==> config.mk <==
export PLATFORM = sky130hd
export DESIGN_NAME = half_bridge_gate_ctl
export DESIGN_NICKNAME = d
export VERILOG_FILES = /design/src/half_bridge_gate_ctl.v
export VERILOG_INCLUDE_DIRS = /design/src
export SDC_FILE = /design/constraint.sdc
export NUM_CORES = 1
export LEC_CHECK = 0
export BUFFER_PORTS_ARGS = -buffer_cell sky130_fd_sc_hd__buf_2
export CAP_MARGIN = 10
export CORE_MARGIN = 5
export CORE_UTILIZATION = 55
export CTS_CLUSTER_DIAMETER = 50
export DETAILED_ROUTE_END_ITERATION = 12
export PLACE_DENSITY = 0.7
export SLEW_MARGIN = 20
export SYNTH_ARGS = -nofsm -noshare
export SYNTH_HDL_FRONTEND = slang
export SYNTH_SLANG_ARGS = --single-unit
==> constraint.sdc <==
create_clock -name clk_sys -period 18 [get_ports clk_sys]
set_input_delay 0.9 -clock clk_sys [delete_from_list [all_inputs] [get_ports clk_sys]]
set_output_delay 0.9 -clock clk_sys [all_outputs]
set_load 0.005 [all_outputs]
==> src/gate_ctl_defines.vh <==
/*
  Constants for the resonant half-bridge gate controller: clock rate,
  dead time, charge-rate units and clamps, ramp threshold, feedback code
  window and timing counts.
  Assumes a single 100 MHz system clock.
*/
`ifndef GATE_CTL_DEFINES_VH
`define GATE_CTL_DEFINES_VH

// Clock
`define CLK_MHZ          100

// Dead interval between gates
`define DEAD_NS          380
`define DEAD_CYC         ((`DEAD_NS * `CLK_MHZ + 999) / 1000)

// Charge-rate parts, in base steps of 16 units
`define BASE_RATE        7'h10
`define FB_PART_MAX      7'h20
`define CS_PART_MAX      7'h30
`define SS_PART_MAX      7'h36
`define CAP_NORMAL       7'h30
`define CAP_FAULT        7'h40
`define CAP_SOFT         7'h47
`define CAP_ABS          7'h50

// Ramp upper threshold in accumulator units
`define RAMP_TOP         14'h1900

// Feedback code window, 8-bit code of 0 V to 5 V
`define FB_LO_CODE       8'h2E
`define FB_HI_CODE       8'hC7
`define FB_SCALE         9'hD6

// Soft start: 32 steps over 32 ms
`define SS_TOTAL_MS      32
`define SS_STEPS         6'h20
`define SS_STEP_CYC      ((`SS_TOTAL_MS * 1000 * `CLK_MHZ) / 32)

// Current-sense part full swing time
`define CS_RAMP_US       1500
`define CS_STEP_CYC      ((`CS_RAMP_US * `CLK_MHZ) / 48)

// Burst blanking default
`define BURST_BLANK_US   10
`define BURST_BLANK_CYC  (`BURST_BLANK_US * `CLK_MHZ)

`endif

==> src/half_bridge_gate_ctl.v <==
/*
  Gate timing core of a half-bridge resonant controller: phase
  accumulator oscillator, toggle stage with fixed dead time, four-part
  charge rate with clamps, 32-step soft start, current-sense frequency
  shift, burst stop/resume and supply on/off gating.
  Assumes all comparator flags and the feedback code are synchronous to
  clk_sys, and that external drivers follow the gate levels directly.
*/
// Notes on behaviour
// - Toggle stage alternates conduction between high and low gate every period.
// - Gates have equal duty, opposite phase, never both on.
// - Fixed dead interval with both gates off between every handover.
// - Gate on interval equals ramp charge phase, ends at upper threshold.
// - Dead interval is the fixed-rate discharge phase after each charge.
// - Charge rate is base plus feedback, current-sense and soft-start parts.
// - Current-sense part clamps at three times base.
// - Soft-start part clamps at about 3.4 times base.
// - Total charge rate never exceeds five times base.
// - Total capped at 3x normal, 4x under fault, 4.44x in soft start.
// - Higher feedback lowers frequency, lower feedback raises it.
// - Feedback part saturates outside the 0.9 V to 3.9 V window.
// - In run mode, feedback below burst-off for the blanking time stops both gates.
// - After burst stop, switching resumes once feedback exceeds burst-on.
// - Operation begins only after supply reaches its turn-on level.
// - Supply below turn-off level after turn-on stops and resets everything.
// - Soft start runs 32 equal steps over 32 ms, stepping its part.
// - Soft start begins high and steps frequency down toward minimum.
// - Overload protection stays disabled throughout soft start.
// - Current sense above first threshold raises current-sense part.
// - Current-sense part ramps full scale in 1.5 ms, down at same rate.
`timescale 1ns/1ps
`include "gate_ctl_defines.vh"

module half_bridge_gate_ctl #(
  parameter SS_STEP_CYCLES = `SS_STEP_CYC,
  parameter BURST_BLANK    = `BURST_BLANK_CYC
) (
  // Clock and reset
  input  wire       clk_sys,
  input  wire       srst,
  // Supply comparators
  input  wire       supply_on_level,
  input  wire       supply_off_level,
  // Feedback code and burst comparators
  input  wire [7:0] feedback_input,
  input  wire       burst_off_threshold,
  input  wire       burst_on_threshold,
  // Current-sense comparators
  input  wire       cs_above_high,
  input  wire       cs_below_low,
  // Gate drives
  output reg        high_side_gate,
  output reg        low_side_gate,
  // Status
  output reg        soft_start_active,
  output reg        overload_enable,
  output reg        switching_active
);

  localparam MODE_OFF   = 2'h0;
  localparam MODE_SOFT  = 2'h1;
  localparam MODE_RUN   = 2'h2;
  localparam MODE_BURST = 2'h3;

  localparam PH_CHARGE  = 1'b0;
  localparam PH_DEAD    = 1'b1;

  // Gate rises one cycle after the dead phase ends, so the phase ends one early
  localparam integer DEAD_LAST_I  = `DEAD_CYC - 2;
  localparam integer SS_LAST_I    = SS_STEP_CYCLES - 1;
  localparam integer CS_LAST_I    = `CS_STEP_CYC - 1;
  localparam integer BLANK_LAST_I = BURST_BLANK - 1;

  localparam [5:0]  DEAD_LAST  = DEAD_LAST_I[5:0];
  localparam [16:0] SS_LAST    = SS_LAST_I[16:0];
  localparam [11:0] CS_LAST    = CS_LAST_I[11:0];
  localparam [15:0] BLANK_LAST = BLANK_LAST_I[15:0];

  reg [1:0]  mode_reg;
  reg [1:0]  mode_next;
  reg        phase_reg;
  reg        side_reg;
  reg [13:0] acc_reg;
  reg [5:0]  dead_cnt_reg;
  reg [16:0] ss_cnt_reg;
  reg [5:0]  ss_left_reg;
  reg [11:0] cs_cnt_reg;
  reg [6:0]  cs_part_reg;
  reg [15:0] blank_cnt_reg;

  wire       running = (mode_reg == MODE_SOFT) || (mode_reg == MODE_RUN);

  // Feedback part: inverse of feedback code, saturated at the window ends
  reg  [7:0]  fb_clamped;
  reg  [7:0]  fb_diff;
  reg  [16:0] fb_prod;
  reg  [6:0]  fb_part;
  always @* begin
    if (feedback_input < `FB_LO_CODE) begin
      fb_clamped = `FB_LO_CODE;
    end else if (feedback_input > `FB_HI_CODE) begin
      fb_clamped = `FB_HI_CODE;
    end else begin
      fb_clamped = feedback_input;
    end
    fb_diff = `FB_HI_CODE - fb_clamped;
    fb_prod = fb_diff * `FB_SCALE;
    if (fb_prod[16:10] > `FB_PART_MAX) begin
      fb_part = `FB_PART_MAX;
    end else begin
      fb_part = fb_prod[16:10];
    end
  end

  // Soft-start part scales with steps remaining
  wire [11:0] ss_prod = {6'h00, ss_left_reg} * {5'h00, `SS_PART_MAX};
  wire [6:0]  ss_part = (mode_reg == MODE_SOFT) ? ss_prod[11:5] : 7'h00;

  // Total rate and clamps
  reg  [8:0] rate_sum;
  reg  [6:0] rate_cap;
  reg  [6:0] rate;
  always @* begin
    rate_sum = {2'b00, `BASE_RATE} + {2'b00, fb_part}
             + {2'b00, cs_part_reg} + {2'b00, ss_part};
    if (mode_reg == MODE_SOFT) begin
      rate_cap = `CAP_SOFT;
    end else if (cs_part_reg != 7'h00) begin
      rate_cap = `CAP_FAULT;
    end else begin
      rate_cap = `CAP_NORMAL;
    end
    if (rate_cap > `CAP_ABS) begin
      rate_cap = `CAP_ABS;
    end
    if (rate_sum > {2'b00, rate_cap}) begin
      rate = rate_cap;
    end else begin
      rate = rate_sum[6:0];
    end
  end

  wire [13:0] acc_sum   = acc_reg + {7'h00, rate};
  wire        ramp_done = (acc_sum >= `RAMP_TOP);

  // Operating mode
  always @* begin
    mode_next = mode_reg;
    case (mode_reg)
      MODE_OFF: begin
        if (supply_on_level) begin
          mode_next = MODE_SOFT;
        end
      end
      MODE_SOFT: begin
        if (ss_left_reg == 6'h00) begin
          mode_next = MODE_RUN;
        end
      end
      MODE_RUN: begin
        if (burst_off_threshold && blank_cnt_reg == BLANK_LAST) begin
          mode_next = MODE_BURST;
        end
      end
      MODE_BURST: begin
        if (burst_on_threshold) begin
          mode_next = MODE_RUN;
        end
      end
      default: begin
        mode_next = MODE_OFF;
      end
    endcase
    if (mode_reg != MODE_OFF && supply_off_level) begin
      mode_next = MODE_OFF;
    end
  end

  always @(posedge clk_sys) begin
    if (srst) begin
      mode_reg <= MODE_OFF;
    end else begin
      mode_reg <= mode_next;
    end
  end

  // Soft-start step timer
  always @(posedge clk_sys) begin
    if (srst || mode_reg == MODE_OFF) begin
      ss_cnt_reg  <= 17'h00000;
      ss_left_reg <= `SS_STEPS;
    end else if (mode_reg == MODE_SOFT) begin
      if (ss_cnt_reg == SS_LAST) begin
        ss_cnt_reg  <= 17'h00000;
        ss_left_reg <= ss_left_reg - 6'h01;
      end else begin
        ss_cnt_reg <= ss_cnt_reg + 17'h00001;
      end
    end
  end

  // Current-sense part ramp; between thresholds it holds for hysteresis
  always @(posedge clk_sys) begin
    if (srst || mode_reg == MODE_OFF) begin
      cs_cnt_reg  <= 12'h000;
      cs_part_reg <= 7'h00;
    end else if (cs_cnt_reg == CS_LAST) begin
      cs_cnt_reg <= 12'h000;
      if (cs_above_high && cs_part_reg < `CS_PART_MAX) begin
        cs_part_reg <= cs_part_reg + 7'h01;
      end else if (cs_below_low && cs_part_reg != 7'h00) begin
        cs_part_reg <= cs_part_reg - 7'h01;
      end
    end else begin
      cs_cnt_reg <= cs_cnt_reg + 12'h001;
    end
  end

  // Burst blanking timer restarts whenever feedback recovers
  always @(posedge clk_sys) begin
    if (srst || mode_reg != MODE_RUN || !burst_off_threshold) begin
      blank_cnt_reg <= 16'h0000;
    end else if (blank_cnt_reg != BLANK_LAST) begin
      blank_cnt_reg <= blank_cnt_reg + 16'h0001;
    end
  end

  // Oscillator: charge phase integrates rate, dead phase counts fixed time
  always @(posedge clk_sys) begin
    if (srst || !running) begin
      phase_reg    <= PH_CHARGE;
      side_reg     <= 1'b0;
      acc_reg      <= 14'h0000;
      dead_cnt_reg <= 6'h00;
    end else begin
      case (phase_reg)
        PH_CHARGE: begin
          if (ramp_done) begin
            phase_reg    <= PH_DEAD;
            acc_reg      <= 14'h0000;
            dead_cnt_reg <= 6'h00;
          end else begin
            acc_reg <= acc_sum;
          end
        end
        PH_DEAD: begin
          if (dead_cnt_reg == DEAD_LAST) begin
            phase_reg <= PH_CHARGE;
            side_reg  <= ~side_reg;
          end else begin
            dead_cnt_reg <= dead_cnt_reg + 6'h01;
          end
        end
        default: begin
          phase_reg <= PH_CHARGE;
        end
      endcase
    end
  end

  // Registered gates; the cycle a charge ends the active gate drops
  wire charge_on = running && (phase_reg == PH_CHARGE) && !ramp_done;
  always @(posedge clk_sys) begin
    if (srst) begin
      high_side_gate    <= 1'b0;
      low_side_gate     <= 1'b0;
      soft_start_active <= 1'b0;
      overload_enable   <= 1'b0;
      switching_active  <= 1'b0;
    end else begin
      high_side_gate    <= charge_on && !side_reg;
      low_side_gate     <= charge_on && side_reg;
      soft_start_active <= (mode_reg == MODE_SOFT);
      overload_enable   <= (mode_reg == MODE_RUN);
      switching_active  <= running;
    end
  end

endmodule

== Yosys cells after proc, flatten, opt, wreduce, memory -nomap -nowiden ==
Cells that the tools add are included.

* Register bits after elaboration: 87
* Word-level logic and storage cells: 105
* Output and inout port bits: 5
* Input port bits: 16

* Order comparisons: 7
* Add/sub/neg operators: 12
* $mul: 2
* Equal/unequal tests: 15
* Reductions and logical operators: 29
* Mux-type cells: 23
* Bitwise gates (word level): 2

{| class="wikitable"
|+ Operators with widths
! kind !! count
|-
| 7-bit 2-to-1 mux || 7
|-
| 6-bit 2-to-1 mux || 3
|-
| 17-bit by 1-bit adder with 17-bit output, second input constant || 1
|-
| 17-bit equality test, second input constant || 1
|-
| 17-bit 2-to-1 mux || 1
|-
| 16-bit by 1-bit adder with 16-bit output, second input constant || 1
|-
| 16-bit by 10-bit equality test with 1-bit output, second input constant || 1
|-
| 8-bit 2-to-1 mux || 2
|-
| 16-bit by 10-bit inequality test with 1-bit output, second input constant || 1
|-
| 8-bit by 7-bit multiplier with 15-bit output, second input constant || 1
|-
| 14-bit by 7-bit adder with 14-bit output || 1
|-
| 14-bit by 13-bit greater-or-equal comparator with 1-bit output, second input constant || 1
|-
| 14-bit 2-to-1 mux || 1
|-
| 12-bit by 1-bit adder with 12-bit output, second input constant || 1
|-
| 12-bit equality test, second input constant || 1
|-
| 2-bit inequality test, second input constant || 6
|-
| 6-bit one-hot mux with 2 select lines || 1
|-
| 6-bit by 5-bit multiplier with 11-bit output, second input constant || 1
|-
| 8-bit by 7-bit adder with 9-bit output || 1
|-
| 9-bit by 7-bit adder with 9-bit output || 1
|-
| 9-bit by 7-bit > comparator with 1-bit output || 1
|-
| 5-bit by 7-bit adder with 8-bit output, first input constant || 1
|-
| 8-bit > comparator, second input constant || 1
|-
| 1-bit logical AND || 8
|-
| 27 further kinds || 45
|}

== Longest topological paths before layout ==
Gate-level depths: netlist (run 1).

* Word-level depth: 17
* Depth in mapped cells: 46
* Depth with buffers taken out: 45

== Worst setup path after synthesis (run 1) ==
No wires, ideal clock.

* Path kind: input to register
* Start: input feedback_input[1]
* End: register phase_reg
* Cell stages on the path: 43
* Arrival time: 10.500 ns
* Required time: 17.884 ns
* Buffers on the path: 1
* Setup time: 0.116 ns
* Slack: 7.384 ns
* Cells stage by stage: a31o_2 > a21oi_1 > nor2_1 > o21ai_0 > inv_1 > ha_1 > xor2_1 > ha_1 > ha_1 > inv_1 > fa_1 > fa_1 > inv_1 > ha_1 > o21a_1 > o21ai_0 > nand2b_1 > nand3_1 > (+7 left out) > fa_1 > a21o_1 > a21oi_1 > xnor2_1 > ha_1 > o22ai_1 > a21oi_1 > nor3_2 > mux2_1 > ha_1 > nor2b_1 > o31a_1 > o31a_1 > and3_4 > a211oi_4 > buf_6 > o21ai_2 > o211a_1

* Cells in the longest elaborated chain, start to end: 16
* Elaborated cells between the ends (all ways): 17
* Classes of those cells: add/sub (5); mul (1); order compare (5); mux (6)

{| class="wikitable"
|+ RTL lines
! what !! RTL line !! text
|-
| start, declared || half_bridge_gate_ctl.v:45 || <nowiki>input wire [7:0] feedback_input,</nowiki>
|-
| 8-bit > comparator (no line) || n/a ||
|-
| 8-bit 2-to-1 mux || half_bridge_gate_ctl.v:101 || <nowiki>end else if (feedback_input > `FB_HI_CODE) begin</nowiki>
|-
| 8-bit 2-to-1 mux * || half_bridge_gate_ctl.v:99 || <nowiki>if (feedback_input < `FB_LO_CODE) begin</nowiki>
|-
| 8-bit subtractor (no line) * || n/a ||
|-
| 8-bit by 7-bit multiplier with 15-bit output (no line) * || n/a ||
|-
| 6-bit > comparator (no line) || n/a ||
|-
| 6-bit 2-to-1 mux * || half_bridge_gate_ctl.v:108 || <nowiki>if (fb_prod[16:10] > `FB_PART_MAX) begin</nowiki>
|-
| 5-bit by 7-bit adder with 8-bit output * || half_bridge_gate_ctl.v:124 || <nowiki>rate_sum = {2'b00, `BASE_RATE} + {2'b00, fb_part}</nowiki>
|-
| 8-bit by 7-bit adder with 9-bit output * || half_bridge_gate_ctl.v:124 ||
|-
| 9-bit by 7-bit adder with 9-bit output * || half_bridge_gate_ctl.v:124 ||
|-
| 9-bit by 7-bit > comparator with 1-bit output || half_bridge_gate_ctl.v:136 || <nowiki>if (rate_sum > {2'b00, rate_cap}) begin</nowiki>
|-
| 7-bit 2-to-1 mux * || half_bridge_gate_ctl.v:136 ||
|-
| 14-bit by 7-bit adder with 14-bit output * || half_bridge_gate_ctl.v:143 || <nowiki>wire [13:0] acc_sum = acc_reg + {7'h00, rate};</nowiki>
|-
| 14-bit by 13-bit greater-or-equal comparator with 1-bit output (no line) * || n/a ||
|-
| 1-bit 2-to-1 mux * || half_bridge_gate_ctl.v:238 || <nowiki>if (ramp_done) begin</nowiki>
|-
| 1-bit one-hot mux with 2 select lines * || half_bridge_gate_ctl.v:236 || <nowiki>case (phase_reg)</nowiki>
|-
| end signal, assigned || half_bridge_gate_ctl.v:231 || <nowiki>phase_reg <= PH_CHARGE;</nowiki>
|-
| end signal, assigned || half_bridge_gate_ctl.v:239 || <nowiki>phase_reg <= PH_DEAD;</nowiki>
|-
| end signal, assigned || half_bridge_gate_ctl.v:248 || <nowiki>phase_reg <= PH_CHARGE;</nowiki>
|-
| end, declared || half_bridge_gate_ctl.v:81 || <nowiki>reg phase_reg;</nowiki>
|}

Mark *: on every way between the ends. The rest lies on a longest branch, timed or not.
A chain may end at the register's enable or synchronous reset.

== Worst setup path after layout (run 1) ==
* Start: input feedback_input[3]
* End: register phase_reg

Same word-level chain as after synthesis.

==> metrics.txt, run 1 <==
switching share of power 43.5%; Port Buffers 20; fin util 59.2%; worst reg2reg setup slack 8.95 ns; Worst Setup End Kind register; clock sinks 87; TritonCTS clock tree done; Post-synth EDFFs 0; met1 Use GR 23.2%; met2 Use GR 33.2%; Worst Path Required 18.24 ns; Hold Violations, Final 0; Syn Area/Cell 8.65 um2; hold buffer count at CTS 0; Min Hold Slack 0.449 ns; first-pass GRT wire length 25200 um; CP Data Arrival Time 12.16 ns; vias 5677; row count 42; Post-CTS Setup Bufs 0; final setup margin 6.07 ns; routability-driven placement congestion ratio 0.830; vias in the first global route 5687; CTS Buffer Depth 2; Synth cell types 73; Top cell by count, worst path ha_1; clock network fraction of total power 16.1%; max-slew violations 0; Crit Path Max Fanout 20; CTS resizes 0; Synth async-reset ratio 0%; Ports 21; DP HPWL 11200 um; chip height 125 um; # diodes 0; Avg Vias per Cell 5.52; Max IR drop VDD 0.101 mV; Max-Cap Viols 0; Multi-input gate area 5060 um2; Fill cells 1159; gr ovfl total 0; initial antenna violation count 0; CP max stage cell a211oi_4; combinational share of power 64.8%; WL per Instance 13.7 um; status finished clean; Final Skew 0.00924 ns; area of the core 13100 um2; Power Total 0.00110 W; TritonCTS buffer count 9; NetSw 0.000479 W; CTS H-Tree Depth 3; final worst path period need 11.93 ns; Fin Setup TNS 0 ns; HP Class reg2reg; most common cell after layout, fill and taps aside ha_1; # DRC 0; Least-Margin Pin Slew 0.911 ns; Initial Util 55.3%; die span in x 125 um; synthesized flop and latch total 87; syn_nets 992; f_max 83.8 MHz; sequential share of the synthesized area 24.1%; largest net degree at the start of global routing 23; Internal Power 0.000621 W; GR Util met3 3.22%; Max-slew headroom 39.1%; WL final 14100 um; Worst Setup Start Kind input pin; GR Util All Layers 18.8%; Place WS 5.66 ns; most used routing layer in global routing met2; Post-Synthesis Cells 837; Final setup viols 0; fin crit share 66.3%; die area 15600 um2; area grow syn2layout 7.00%; unrepaired setup endpoints after global routing false; Main synth FF type dfxtp_1; Leak 3.43 nW; Crit Path Class in2reg; Skew-Pair Late Insertion Delay 0.35 ns; Mapped Area 7240 um2; layout cells sized above 1 7.16%; DR pass1 iterations 5; PD cells 142 nW/um2; root buffer cell clkbuf_16; CP peak stage delay 0.81 ns; Iter 0 DRT Violations 230; net count reported at finish 1002; FF+latch area 1740 um2; DRT antenna net count 0; sequential share of power 19.1%; commonest non-fill, non-tap cells in the layout ha_1 (114), nor2_1 (88), dfxtp_1 (87); Ys Warns 0; Reg clk slew, reported paths 0.06 ns; flip-flop count of the largest register after layout 17
-- area by class of cell --
| class | instances | share of cell area, % |
|---|---|---|
| Timing Repair Buffer | 22 | 1.49 |
| Multi-Input combinational cell | 640 | 65.3 |
| Tap cell | 176 | 2.84 |
| Inverter | 87 | 4.22 |
| Sequential cell | 87 | 22.5 |
| Clock inverter | 5 | 0.517 |
| Clock buffer | 11 | 3.13 |
-- critical path: cells and delay by family --
family / cells / cell delay [ns]
fa+ha+maj: 13 / 4.48
compound gates: 16 / 3.88
simple gates: 6 / 1.38
xor+xnor: 3 / 0.80
buf+inv: 6 / 0.43
mux: 1 / 0.28
-- stage by stage --
step | instances | instance area, um2
2_1_floorplan | 837 | 7240
3_3_place_gp | 1012 | 7460
3_5_place_dp | 1012 | 7460
4_1_cts | 1028 | 7750
5_1_grt | 1028 | 7750
6_report | 1028 | 7750
-- routing by layer --
| layer | part of all wire, % | vias up |
|---|---|---|
| li1 | - | 2896 |
| met1 | 45 | 2679 |
| met2 | 50 | 81 |
| met3 | 3.1 | 21 |
| met4 | 1.4 | 0 |
| met5 | 0 | - |
-- logic make-up (layout without fill, tap and decap cells) --
kind of cell	count (synthesis)	after routing	synth area share (%)
buffers and inverters	110	125	6.05
adder cells (fa/ha/maj)	140	140	26.7
AND/OR/NAND/NOR	287	287	19.8
flip-flops	87	87	24.1
XOR/XNOR	73	73	8.93
multiplexers	18	18	2.61
AO/OA/AOI/OAI	122	122	11.8
-- power by group through the flow --
stage / Sequential (W) / Combinational [W] / Clock, W
4_1_cts: 0.000210 / 0.000719 / 0.000181
6_report: 0.000210 / 0.000713 / 0.000177
5_1_grt: 0.000211 / 0.000815 / 0.000191
3_5_place_dp: 0.000214 / 0.000714 / 0
2_1_floorplan: 0.000213 / 0.000574 / 0
3_3_place_gp: 0.000214 / 0.000684 / 0
-- synth_stat cells (9+ instances only) --
master     count  area share [%]
nor4_1        10            0.86
and3_1        19             1.6
dfxtp_1       87              24
a21oi_1       40             2.8
xor2_1        30             3.6
nand3_1       41             2.8
o21ai_0        9            0.62
ha_1         114              20
nand2_1       62             3.2
xnor2_1       42             5.1
nor2_1        88             4.6
mux2i_1       11             1.5
o21ai_1       11            0.76
inv_1         86             4.5
o2111ai_1     10             1.2
clkbuf_1      12            0.62
fa_1          25             6.9
-- path summary, 6_finish.rpt --
| kind | cells past startpoint | to | startpoint |
|---|---|---|---|
| setup / recovery | 45 | phase_reg | feedback_input[3] |
| hold / removal | 1 | high_side_gate | side_reg |
| setup reg to reg | 34 | phase_reg | ss_left_reg[2] |
| hold reg to reg | 1 | high_side_gate | side_reg |
No activity file was read; power rests on OpenSTA's default activity.
==> run 2, diff against run 1 <==
==> constraint.sdc (replaced) <==
create_clock -name clk_sys -period 12.18 [get_ports clk_sys]
set_input_delay 0.609 -clock clk_sys [delete_from_list [all_inputs] [get_ports clk_sys]]
set_output_delay 0.609 -clock clk_sys [all_outputs]
set_load 0.005 [all_outputs]
==> metrics.txt, run 2 (synthesized netlist as in run 1, its figures left out) <==
RR Startpoint ss_left_reg[0]; commonest non-fill, non-tap cells in the layout ha_1 (114), nor2_1 (88), dfxtp_1 (87); vias 5667 (-0.18%); die span in x 125 um (unchanged); chip height 125 um (unchanged); row count 42 (unchanged); TritonCTS clock tree done; hold endpoint high_side_gate; area of the core 13100 um2 (unchanged); # diodes 0 (unchanged); worst reg2reg setup slack 3.30 ns (-5.65 ns); NetSw 0.000715 W (+49%); DP HPWL 11200 um (-0.17%); Worst Path Required 12.42 ns (-5.82 ns); CP max stage cell nor3_2; Min Hold Slack 0.454 ns (+0.00536 ns); Hold Path Depth 1 (unchanged); area grow syn2layout 7.53%; CTS H-Tree Depth 3 (unchanged); Worst Setup SP feedback_input[3]; Worst Setup End Kind register; switching share of power 43.2% (-0.33 points); Ports 21 (unchanged); reg2reg end phase_reg; Hold Violations, Final 0 (unchanged); routability-driven placement congestion ratio 0.831 (+0.13%); WL final 14200 um (+0.69%); Final setup viols 0 (unchanged); status finished clean; Fill cells 1157 (-0.17%); Crit Path Max Fanout 13 (-35%); CP Data Arrival Time 11.50 ns (-0.66 ns); HP Class reg2reg; Fin Setup TNS 0 ns (unchanged); Crit Path Class in2reg; clock sinks 87 (unchanged); Final Skew 0.00658 ns (-0.00266 ns); Least-Margin Pin Slew 0.841 ns (-0.0704 ns); max-slew violations 0 (unchanged); sequential share of power 18.8% (-0.3 points); f_max 88.8 MHz; net count reported at finish 1003 (+0.10%); Multi-input gate area 5060 um2 (unchanged); Iter 0 DRT Violations 202 (-12%); DR pass1 iterations 7 (+2); Max-Cap Viols 0 (unchanged); Internal Power 0.000940 W (+51%); Skew-Pair Late Insertion Delay 0.34 ns (about the same); clock network fraction of total power 17.4% (+1.3 points); final worst path period need 11.27 ns; Max IR drop VDD 0.146 mV (+44%); Hold Path Origin side_reg; initial antenna violation count 0 (unchanged); Port Buffers 20 (unchanged); CTS Buffer Depth 2 (unchanged); combinational share of power 63.8% (-1.0 points); WL per Instance 13.8 um (+0.59%); DRT antenna net count 0 (unchanged); Max-slew headroom 43.9% (+4.8 points); flip-flop count of the largest register after layout 17 (unchanged); # DRC 0 (unchanged); largest net degree at the start of global routing 23 (unchanged); CP peak stage delay 0.56 ns (-0.25 ns); TritonCTS buffer count 9 (unchanged); fin crit share 92.5%; GR Util All Layers 18.4% (-0.45 points); gr ovfl total 0 (unchanged); layout cells sized above 1 7.39% (+0.23 points); die area 15600 um2 (unchanged); Worst Setup Start Kind input pin; most common cell after layout, fill and taps aside ha_1; Avg Vias per Cell 5.51 (-0.27%); vias in the first global route 5671 (-0.28%); Reg clk slew, reported paths 0.06 ns (about the same); R2R depth 35 (+2.9%); FF+latch area 1740 um2 (unchanged); PD cells 213 nW/um2 (+50%); Initial Util 55.3% (unchanged); Top cell by count, worst path ha_1; unrepaired setup endpoints after global routing false; root buffer cell clkbuf_16; first-pass GRT wire length 24600 um (-2.0%); Leak 3.44 nW (+0.45%)
[run 2: power by group through the flow]
| stage | Clock [W] | Sequential [W] | Combinational (W) |
|---|---|---|---|
| 3_5_place_dp | 0 | 0.000317 | 0.00105 |
| 4_1_cts | 0.000295 | 0.000311 | 0.00106 |
| 6_report | 0.000289 | 0.000311 | 0.00106 |
| 3_3_place_gp | 0 | 0.000316 | 0.00101 |
| 2_1_floorplan | 0 | 0.000315 | 0.000848 |
| 5_1_grt | 0.000307 | 0.000312 | 0.00120 |
[run 2: worst max-delay path by stage]
stage,end,slack [ns],cells past startpoint
finish,phase_reg,0.91,45
global route,phase_reg,0.10,45
CTS,phase_reg,0.70,45
detailed placement,phase_reg,0.36,45
global placement,phase_reg,0.87,46
floorplan,phase_reg,1.86,43
[run 2: area by class of cell]
type                    count  share of cell area, %
flip-flops and latches     87                   22.4
clock inverters             6                  0.964
clock buffers              10                   3.07
multi-input cells         640                   65.0
repair buffers             23                   1.57
inverters                  87                   4.19
well taps                 176                   2.83
[run 2: layer usage]
metal	global-route usage [%]	vias up	routed length [um]
met2	33.4	72	7300
met5	0	-	0
met1	22.2	2698	6330
met3	3.00	16	358
met4	5.29	0	167
li1	-	2881	-
[run 2: repair_timing]
action	in CTS	in global routing
resized for setup	0	1
hold buffers	0	0
buffers inserted	0	0
endpoints found under the setup margin	0	12
[run 2: worst max-delay path, delay by kind of cell]
family / cells / cell delay (ns)
mux: 1 / 0.29
buf+inv: 7 / 0.67
fa+ha+maj: 13 / 4.37
xor+xnor: 3 / 0.75
simple gates: 6 / 1.69
compound gates: 15 / 3.10
[run 2: per-stage QoR]
stage / area, um2 / total power (W) / setup slack, ns / util, % / instances
after global routing: 7790 / 0.00181 / 0.103 / 59.5 / 1029
final: 7790 / 0.00166 / 0.914 / 59.5 / 1029
after detailed placement: 7470 / 0.00137 / 0.359 / 57.1 / 1013
after floorplan: 7240 / 0.00116 / 1.86 / - / 837
after CTS: 7790 / 0.00167 / 0.702 / 59.5 / 1029
after global placement: 7470 / 0.00133 / 0.871 / 57.1 / 1013
